--- config.mk ---
export PLATFORM = sky130hd
export DESIGN_NAME = fvs_slave
export DESIGN_NICKNAME = d
export VERILOG_FILES = /design/src/rtl/fvs_pkg.sv /design/src/rtl/fvs_slave.sv /design/src/rtl/fvs_cfg_latch.sv /design/src/rtl/fvs_led.sv
export SDC_FILE = /design/constraint.sdc
export NUM_CORES = 1
export LEC_CHECK = 0
export ABC_AREA = 1
export BUFFER_PORTS_ARGS = -buffer_cell sky130_fd_sc_hd__buf_2
export CAP_MARGIN = 25
export CORE_MARGIN = 2
export CORE_UTILIZATION = 50
export CTS_CLUSTER_SIZE = 12
export DETAILED_ROUTE_END_ITERATION = 8
export HOLD_SLACK_MARGIN = 0.1
export PLACE_DENSITY = 0.77
export SETUP_SLACK_MARGIN = 0.4
export SLEW_MARGIN = 25
export SYNTH_ARGS = -nofsm -noshare
export SYNTH_HDL_FRONTEND = slang
export SYNTH_SLANG_ARGS = --single-unit
--- constraint.sdc ---
create_clock -name clk -period 1.9 [get_ports clk]
set_clock_uncertainty 0.15 [all_clocks]
set_input_delay 0.19 -clock clk [delete_from_list [all_inputs] [get_ports clk]]
set_output_delay 0.19 -clock clk [all_outputs]
set_load 0.05 [all_outputs]
--- src/rtl/fvs_pkg.sv ---
//--------------------------------------------------------------------------
// Notes on behaviour
// - Node address from switches 1-6, binary.
// - Switches 7-8 select 125/250/500 kbaud rate.
// - Switch changes wait for next restart.
// - Power cycle or reset message restarts.
// - Polled, strobed cyclic; change-of-state sends inputs.
// - Class 4 attr 3: read inputs, write outputs.
// - Input bit0 bottom, bit1 top, rest zero.
// - Output bit0 drives pilot valve; others zero.
// - Bus fault shown as flash green/red or red.
// - Class 150 attr 7 bit0: safety or hold.
// - Class 150 attr 6 bit0: fault valve state.
// - Fault config accessible even during bus fault.
// - Bus failure forces safety setting, default off.
//--------------------------------------------------------------------------
package fvs_pkg;

  //------------------------------------------------------------------------
  // Object addressing
  //------------------------------------------------------------------------
  localparam logic [7:0] CLS_PROCESS  = 8'h04;
  localparam logic [7:0] CLS_CONFIG   = 8'h96;
  localparam logic [7:0] INST_ONE     = 8'h01;
  localparam logic [7:0] ATT_PROCESS  = 8'h03;
  localparam logic [7:0] ATT_SAFE_VAL = 8'h06;
  localparam logic [7:0] ATT_FLT_MODE = 8'h07;

  //------------------------------------------------------------------------
  // Switch fields and codes
  //------------------------------------------------------------------------
  localparam int         ADDR_LSB   = 0;
  localparam int         RATE_LSB   = 6;
  localparam logic [1:0] RATE_125   = 2'h0;
  localparam logic [1:0] RATE_250   = 2'h1;
  localparam logic [1:0] RATE_500   = 2'h2;
  localparam logic [1:0] RATE_BAD   = 2'h3;

  //------------------------------------------------------------------------
  // Reset values and indicator timing
  //------------------------------------------------------------------------
  localparam logic       SAFE_VAL_RST = 1'b0;
  localparam logic       FLT_MODE_RST = 1'b0;
  localparam int         CLK_HZ       = 25000000;
  localparam int         FLASH_MS     = 500;
  localparam int         FLASH_CYC    = CLK_HZ / 1000 * FLASH_MS;
  localparam int         FLASH_W      = 24;

  typedef enum logic [1:0] {
    FVS_SVC_NONE,
    FVS_SVC_GET,
    FVS_SVC_SET
  } fvs_svc_e;

  typedef enum logic [2:0] {
    FVS_BUS_OK,
    FVS_BUS_NOCONN,
    FVS_BUS_TIMEOUT,
    FVS_BUS_CRIT
  } fvs_bus_e;

endpackage : fvs_pkg

--- src/rtl/fvs_slave.sv ---
module fvs_slave
  import fvs_pkg::*;
(
  // Clock and reset
  input  wire logic       clk,
  input  wire logic       rst,
  // Configuration switches
  input  wire logic [7:0] config_switch,
  // Network status from protocol engine
  input  wire logic       reset_msg,
  input  wire logic       conn_open,
  input  wire logic       conn_timeout,
  input  wire logic       bus_critical,
  // Cyclic I/O
  input  wire logic       poll_req,
  input  wire logic       strobe_req,
  input  wire logic       cos_enable,
  input  wire logic       io_out_valid,
  input  wire logic [7:0] io_out_data,
  output logic            io_in_valid,
  output logic [7:0]      io_in_data,
  // Explicit messaging
  input  fvs_pkg::fvs_svc_e exp_svc,
  input  wire logic [7:0] exp_class,
  input  wire logic [7:0] exp_inst,
  input  wire logic [7:0] exp_attr,
  input  wire logic [7:0] exp_wdata,
  output logic            exp_ack,
  output logic            exp_err,
  output logic [7:0]      exp_rdata,
  // Sensors
  input  wire logic       pos_bottom,
  input  wire logic       pos_top,
  // Valve and indicators
  output logic            pilot_valve_one,
  output logic            led_green,
  output logic            led_red,
  // Active configuration
  output logic [5:0]      node_address,
  output logic [1:0]      rate_code,
  output logic            rate_bad
);

  //------------------------------------------------------------------------
  // Configuration capture
  //------------------------------------------------------------------------
  fvs_cfg_latch u_cfg (
    .clk          (clk),
    .rst          (rst),
    .restart_req  (reset_msg),
    .config_switch(config_switch),
    .node_address (node_address),
    .rate_code    (rate_code),
    .rate_bad     (rate_bad)
  );

  //------------------------------------------------------------------------
  // Bus state and indicator
  //------------------------------------------------------------------------
  fvs_bus_e bus_state;
  wire      bus_fault = conn_timeout || bus_critical || !conn_open;

  assign bus_state = bus_critical ? FVS_BUS_CRIT :
                     conn_timeout ? FVS_BUS_TIMEOUT :
                     !conn_open   ? FVS_BUS_NOCONN : FVS_BUS_OK;

  fvs_led u_led (
    .clk      (clk),
    .rst      (rst),
    .bus_state(bus_state),
    .led_green(led_green),
    .led_red  (led_red)
  );

  //------------------------------------------------------------------------
  // Registers
  //------------------------------------------------------------------------
  logic [7:0] inputs_reg;
  logic       valve_cmd_reg;
  logic       safe_val_reg;
  logic       flt_mode_reg;
  logic       fault_d_reg;

  wire [7:0] inputs_next = {6'h00, pos_top, pos_bottom};

  // Explicit decode, open regardless of bus fault.
  wire is_proc = (exp_class == CLS_PROCESS) && (exp_inst == INST_ONE)
                 && (exp_attr == ATT_PROCESS);
  wire is_cfg  = (exp_class == CLS_CONFIG) && (exp_inst == INST_ONE);
  wire is_safe = is_cfg && (exp_attr == ATT_SAFE_VAL);
  wire is_mode = is_cfg && (exp_attr == ATT_FLT_MODE);
  wire is_get  = (exp_svc == FVS_SVC_GET);
  wire is_set  = (exp_svc == FVS_SVC_SET);
  wire hit     = is_proc || is_safe || is_mode;
  wire wr_proc = is_set && is_proc;
  wire wr_safe = is_set && is_safe;
  wire wr_mode = is_set && is_mode;

  // Only bit 0 is kept; upper bits are zero by contract of the master.
  wire cmd_next = wr_proc ? exp_wdata[0] :
                  (io_out_valid && !bus_fault) ? io_out_data[0] :
                  valve_cmd_reg;

  always_ff @(posedge clk or posedge rst) begin
    if (rst) begin
      inputs_reg    <= '0;
      valve_cmd_reg <= 1'b0;
      safe_val_reg  <= SAFE_VAL_RST;
      flt_mode_reg  <= FLT_MODE_RST;
      fault_d_reg   <= 1'b0;
    end else if (reset_msg) begin
      inputs_reg    <= '0;
      valve_cmd_reg <= 1'b0;
      safe_val_reg  <= SAFE_VAL_RST;
      flt_mode_reg  <= FLT_MODE_RST;
      fault_d_reg   <= 1'b0;
    end else begin
      inputs_reg    <= inputs_next;
      valve_cmd_reg <= cmd_next;
      safe_val_reg  <= wr_safe ? exp_wdata[0] : safe_val_reg;
      flt_mode_reg  <= wr_mode ? exp_wdata[0] : flt_mode_reg;
      fault_d_reg   <= bus_fault;
    end
  end

  //------------------------------------------------------------------------
  // Valve drive under fault
  //------------------------------------------------------------------------
  // Hold mode keeps the last command; during the fault only an explicit Set or a reset message can change it.
  wire valve_next = (bus_fault && !flt_mode_reg) ? safe_val_reg
                                                 : valve_cmd_reg;

  always_ff @(posedge clk or posedge rst) begin
    if (rst) begin
      pilot_valve_one <= 1'b0;
    end else begin
      pilot_valve_one <= valve_next;
    end
  end

  //------------------------------------------------------------------------
  // Cyclic input production
  //------------------------------------------------------------------------
  wire cos_hit  = cos_enable && (inputs_next != inputs_reg);
  wire send_now = poll_req || strobe_req || cos_hit;

  always_ff @(posedge clk or posedge rst) begin
    if (rst) begin
      io_in_valid <= 1'b0;
      io_in_data  <= '0;
    end else begin
      io_in_valid <= send_now && conn_open;
      io_in_data  <= send_now ? inputs_next : io_in_data;
    end
  end

  //------------------------------------------------------------------------
  // Explicit answer
  //------------------------------------------------------------------------
  wire [7:0] rd_mux = is_proc ? inputs_reg :
                      is_safe ? {7'h00, safe_val_reg} :
                      is_mode ? {7'h00, flt_mode_reg} : 8'h00;

  always_ff @(posedge clk or posedge rst) begin
    if (rst) begin
      exp_ack   <= 1'b0;
      exp_err   <= 1'b0;
      exp_rdata <= '0;
    end else begin
      exp_ack   <= is_get || is_set;
      exp_err   <= (is_get || is_set) && !hit;
      exp_rdata <= (is_get && hit) ? rd_mux : 8'h00;
    end
  end

endmodule : fvs_slave

--- src/rtl/fvs_cfg_latch.sv ---
module fvs_cfg_latch
  import fvs_pkg::*;
(
  // Clock and reset
  input  wire logic       clk,
  input  wire logic       rst,
  input  wire logic       restart_req,
  // Switches
  input  wire logic [7:0] config_switch,
  // Captured configuration
  output logic [5:0]      node_address,
  output logic [1:0]      rate_code,
  output logic            rate_bad
);

  //------------------------------------------------------------------------
  // Capture after reset release and on each restart request
  //------------------------------------------------------------------------
  // The capture is clocked because an async reset may only load constants.
  logic armed_reg;

  always_ff @(posedge clk or posedge rst) begin
    if (rst) begin
      armed_reg    <= 1'b1;
      node_address <= '0;
      rate_code    <= RATE_125;
    end else if (armed_reg || restart_req) begin
      armed_reg    <= 1'b0;
      node_address <= config_switch[ADDR_LSB +: 6];
      rate_code    <= config_switch[RATE_LSB +: 2];
    end
  end

  // Held otherwise, so live switch moves are ignored.
  assign rate_bad = (rate_code == RATE_BAD);

endmodule : fvs_cfg_latch

--- src/rtl/fvs_led.sv ---
module fvs_led
  import fvs_pkg::*;
(
  // Clock and reset
  input  wire logic clk,
  input  wire logic rst,
  // Bus state
  input  fvs_pkg::fvs_bus_e bus_state,
  // Indicator drive
  output logic      led_green,
  output logic      led_red
);

  logic [FLASH_W-1:0] cnt_reg;
  logic               ph_reg;
  wire                wrap = (cnt_reg == FLASH_W'(FLASH_CYC - 1));

  always_ff @(posedge clk or posedge rst) begin
    if (rst) begin
      cnt_reg <= '0;
      ph_reg  <= 1'b0;
    end else begin
      cnt_reg <= wrap ? '0 : cnt_reg + 1'b1;
      ph_reg  <= wrap ? ~ph_reg : ph_reg;
    end
  end

  //------------------------------------------------------------------------
  // Colour selection
  //------------------------------------------------------------------------
  always_ff @(posedge clk or posedge rst) begin
    if (rst) begin
      led_green <= 1'b0;
      led_red   <= 1'b0;
    end else begin
      unique case (bus_state)
        FVS_BUS_OK: begin
          led_green <= 1'b1;
          led_red   <= 1'b0;
        end
        FVS_BUS_NOCONN: begin
          led_green <= ph_reg;
          led_red   <= 1'b0;
        end
        FVS_BUS_TIMEOUT: begin
          led_green <= 1'b0;
          led_red   <= ph_reg;
        end
        default: begin
          led_green <= 1'b0;
          led_red   <= 1'b1;
        end
      endcase
    end
  end

endmodule : fvs_led

### Word-level counts from Yosys, hierarchy flattened

Index checks and enable logic that the tools add are counted.

* bits in registers: 61
* input port bits: 62
* output and inout bits: 31
* word-level logic and storage cells: 82

* $add $sub $neg: 1
* eq/ne operators: 13
* multiplexer cells: 19
* bitwise operators: 1
* reduce and logical (&&, ||, !) cells: 31

Operator list (count)
* $add A24 B1 Y24 const B: 1
* $eq A24 B24 Y1 const B: 1
* $eq A8 B3 Y1 const B: 3
* $mux W24: 1
* $mux W8: 2
* $logic_and A1 B1 Y1: 14
* $mux W1: 11
* $eq A8 B1 Y1 const B: 1
* $eq A8 B2 Y1 const B: 1
* $eq A8 B8 Y1 const B: 1
* $logic_or A1 B1 Y1: 8
* $ne A2 B8 Y1: 1
* $eq A2 B2 Y1 const B: 3
* $mux W2: 3
* $eq A2 B1 Y1 const B: 2
* $logic_not A1 Y1: 4
* $pmux W1 S2: 2
* $reduce_bool A2 Y1: 2
* $logic_not A3 Y1: 1
* $reduce_bool A3 Y1: 1
* $reduce_or A2 Y1: 1
* $not A1 Y1: 1

### Longest topological paths before layout

* depth in word-level cells: 7
* gate-level depth with buffers: 11
* gate-level depth less buffers: 11

### Modules after synthesis

From an unflattened synthesis, not the netlist that was laid out.

* cells, all modules: 385
* area, all modules: 2859.0 um^2

By module, submodules not included
* fvs_led: instances 1, cells an instance 203, area an instance 1549.0 um^2, sequential area each 675.6 um^2
* fvs_slave: instances 1, cells an instance 144, area an instance 957.2 um^2, sequential area each 325.3 um^2
* fvs_cfg_latch: instances 1, cells an instance 38, area an instance 352.8 um^2, sequential area each 226.5 um^2

### Least setup slack after synthesis

OpenSTA, ideal clock, no wires.

* path kind: register to register
* start: register u_led.cnt_reg[0]
* end: register u_led.ph_reg
* library setup time: 0.122 ns
* arrival: 1.341 ns
* required time: 1.628 ns
* path slack: 0.286 ns
* cell stages (with the launch flop): 9
* path buffers: 1
* period minus slack after synthesis: 1.614 ns
* cells stage by stage: dfrtp_1 > ha_1 > nand2_2 > nor2_4 > nand2_4 > nor3_2 > nand4_1 > buf_6 > xor2_1

* longest elaborated chain between the ends: 1

RTL lines
* start: declaration: line fvs_led.sv:14 `logic [FLASH_W-1:0] cnt_reg;`
* start signal: assignment: line fvs_led.sv:23 `cnt_reg <= wrap ? '0 : cnt_reg + 1'b1;`
* $eq A24 B24 Y1: line fvs_led.sv:16 `wire wrap = (cnt_reg == FLASH_W'(FLASH_CYC - 1));`
* end signal: assignment: line fvs_led.sv:24 `ph_reg <= wrap ? ~ph_reg : ph_reg;`
* end: declaration: line fvs_led.sv:15 `logic ph_reg;`

Every way passes these cells.
A chain may end at the register's enable or synchronous reset.

### Final worst setup path

* start: register u_led.cnt_reg[0]
* end: register u_led.cnt_reg[9]

* longest elaborated chain between the ends: 2
* elaborated cells between the ends (all ways): 3
* classes of those cells: add/sub (1); eq/ne (1); mux (1)

RTL lines (line)
* $add A24 B1 Y24 or $eq A24 B24 Y1 (tied branches): fvs_led.sv:23, fvs_led.sv:16
* $mux W24 (*): fvs_led.sv:23

Every way passes the cells marked *; elsewhere a longest branch is shown, timed or not.

==> impl_metrics.py <==
metrics = {
    "routing": {
        "wirelength_mm": 6.46,
        "drc": 0,
        "avgRoutedWirePerCell_um": 12.2,
        "vias": 2515,
        "first_pass_iters": 4,
        "drtIter0Drc": 145,
        "vias_per_cell": 4.76,
        "antenna_left": 0,
    },
    "grt": {
        "first_global_vias": 2514,
        "grt_usage": 0.218,
        "grt_overflow": 0,
        "antenna_found_initial": 0,
        "grt_pass1_wl_mm": 10.7,
        "grt_max_degree": 36,
    },
    "final_layout": {
        "area_growth_pct": 33.7,
        "final_layout_size_suffix_gt1_frac": 0.318,
        "nets": 520,
        "num_antenna_cells": 0,
        "largest_reg_flops": 24,
    },
    "synthesis": {
        "synth_cell_types": 36,
        "seq_area_frac_synth": 0.446,
        "ys_seq_elements": 49,
        "synth_edf_count": 0,
        "syn_area_per_cell_um2": 8.02,
        "async_flop_share": 1.00,
        "syn-cell-area_um2": 2750,
        "ys_warn_count": 0,
        "yosys_most_used_dff": "dfrtp_1",
        "synthCells": 343,
    },
    "cts": {
        "cts_tree": "done",
        "cts.sinks": 49,
        "htree_levels": 2,
        "path_clk_slew_ns": 0.09,
        "insertion_delay_ns": 0.31,
        "root_buffer": "clkbuf_8",
        "cts_buffer_depth": 2,
        "cts_buffers": 5,
    },
    "run_status": {
        "status": "finished clean",
    },
    "sta": {
        "slew-limit-headroom": 0.526,
        "worst_slack_ns": 0.140,
        "hold_viol_final": 0,
        "tightestPinTransition_ns": 0.709,
        "fin_crit_sh": 0.926,
        "setup_viol": 0,
        "hold-worst-slack_ns": 0.113,
        "tns_ns": 0,
        "post-route-min-period_ns": 1.76,
        "rsz0062_at_grt": "true",
        "maxSlewViolCount": 0,
        "timing.fmax_ghz": 0.568,
    },
    "critical_path": {
        "endpoint_kind": "flop",
        "critPathSlowestCell": "dfrtp_1",
        "critPathMaxStageDelay_ns": 0.37,
        "path_class": "flop to flop",
        "cp_cell_sequence": "ha_2 > nand2_2 > nor2_4 > nand2_4 > nor3_2 > nand4_1 > buf_6 > o211ai_1 > inv_1",
        "worstSetupStartpointType": "flop",
        "required_ns": 1.94,
        "crit_arrival_ns": 1.80,
        "cp_max_fo": 4,
    },
    "pwr": {
        "ir_worst_vdd_mv": 0.585,
        "p_per_area_nw_per_um2": 601,
        "p_leak_nw": 1.98,
    },
    "place": {
        "io_buffers": 66,
        "gp_congestion": 0.893,
        "hpwl_mm": 4.47,
        "dp_slack_ns": 0.0908,
    },
    "die": {
        "die_area_um2": 6110,
        "fp-row-count": 27,
        "ios": 93,
        "fp.dieH_um": 78.2,
        "die_x_um": 78.2,
        "coreArea_um2": 5410,
        "initial_core_util": 0.509,
    },
    "run": {
        "cap_viol_max_count": 0,
    },
    "hold_path": {
        "holdCritPathClass": "input pin to flop",
    },
}
==> what timing repair did <==
action	4_1_cts	5_1_grt
endpoints found under the hold margin	50	1
setup buffers	10	5
cloned	0	0
resized for setup	5	24
setup endpoints to repair	21	26
pin swaps	4	13
hold buffers	21	1
==> where the power goes <==
group	switching, mW	internal [mW]
clock network	0.360	0.395
logic	0.249	0.119
registers	0.0144	1.07
total	0.624	1.59
==> per-stage QoR <==
step / utilization / instance area [um^2] / std cells / power, mW
floorplan: - / 2800 / 355 / 1.35
global placement: 0.584 / 3150 / 484 / 1.43
detailed placement: 0.584 / 3150 / 484 / 1.44
CTS: 0.659 / 3560 / 523 / 2.22
global route: 0.680 / 3680 / 528 / 2.30
finish: 0.680 / 3680 / 528 / 2.21
==> layer usage <==
| layer | up-vias | part of all wire | track usage |
|---|---|---|---|
| met2 | 77 | 0.52 | 0.385 |
| met1 | 1161 | 0.42 | 0.265 |
| met5 | - | 0 | 0 |
| met4 | 0 | 0.018 | 0.0772 |
| li1 | 1265 | - | - |
| met3 | 12 | 0.042 | 0.0414 |
==> cells in the final DEF, fill, tap and decap left out, types with 2 or more instances in the layout <==
| cell type | n |
|---|---|
| dlygate4sd3_1 | 21 |
| nand2_2 | 8 |
| nand3_1 | 17 |
| o21ai_0 | 7 |
| nand3b_1 | 2 |
| clkbuf_8 | 5 |
| dfrtp_1 | 46 |
| buf_6 | 2 |
| nor2_1 | 42 |
| conb_1 | 13 |
| nor3_2 | 2 |
| nor3b_1 | 2 |
| o21ai_2 | 2 |
| nand4_1 | 9 |
| inv_1 | 58 |
| nor2_4 | 4 |
| nand3_2 | 3 |
| a31oi_1 | 2 |
| xor2_1 | 9 |
| mux2_2 | 8 |
| a21oi_1 | 10 |
| nor3_4 | 2 |
| inv_2 | 5 |
| ha_1 | 2 |
| nor3_1 | 6 |
| nor2_2 | 5 |
| buf_4 | 18 |
| nor4_1 | 2 |
| nand2_4 | 4 |
| buf_2 | 66 |
| dfrtp_2 | 2 |
| xnor2_1 | 3 |
| nand2_1 | 55 |
==> layout make-up <==
cell class	count	area (um^2)
inverters	64	244
clock buffers	5	68.8
fillers	407	1730
well taps	72	90.1
multi-input cells	228	1300
clock inverters	3	43.8
repair buffers	107	698
flip-flops and latches	49	1230
==> kinds of logic (layout without fill, tap and decap cells) <==
kind of cell / after synthesis / count (layout) / share of synthesized area
AND/OR/NAND/NOR: 167 / 167 / 0.293
buffers and inverters: 78 / 179 / 0.126
flip-flops: 49 / 49 / 0.446
AO/OA/AOI/OAI: 25 / 25 / 0.0487
XOR/XNOR: 12 / 12 / 0.0382
multiplexers: 8 / 8 / 0.0327
adder cells (fa/ha/maj): 3 / 3 / 0.0136
other: 1 / 13 / 0.00136
==> path summary, 6_finish.rpt <==
check	cells after the start	slack, ns	from	to
hold / removal	4	0.11	exp_svc[0]	exp_ack
hold reg to reg	1	0.36	u_cfg.node_address[4]	u_cfg.node_address[4]
max in group asynchronous	4	0.66	rst	io_in_data[0]
setup reg to reg	9	0.14	u_led.cnt_reg[0]	u_led.cnt_reg[9]
setup / recovery	9	0.14	u_led.cnt_reg[0]	u_led.cnt_reg[9]
min in group asynchronous	3	0.39	rst	u_led.cnt_reg[21]
==> critical path: cells and delay by family, from the launching register on <==
family          cells  cell delay, ns
compound gates      1            0.08
buf+inv             2            0.26
fa+ha+maj           1            0.20
flops               1            0.37
simple gates        5            0.59
==> synth_stat cells, types with 2 or more instances <==
cell	count	area, um^2
a21oi_1	10	50.1
a31oi_1	2	12.5
buf_4	12	90.1
dfrtp_1	48	1200
ha_1	3	37.5
inv_1	62	233
inv_2	2	7.51
mux2_2	8	90.1
nand2_1	61	229
nand2_2	4	25.0
nand2_4	2	22.5
nand3_1	20	100
nand3b_1	2	15.0
nand4_1	9	56.3
nor2_1	45	169
nor2_2	3	18.8
nor2_4	3	33.8
nor3_1	7	35.0
nor3_2	2	20.0
nor3b_1	2	15.0
nor4_1	3	18.8
o21ai_0	9	45.0
xnor2_1	3	26.3
xor2_1	9	78.8
(Power assumes the default switching activity.)
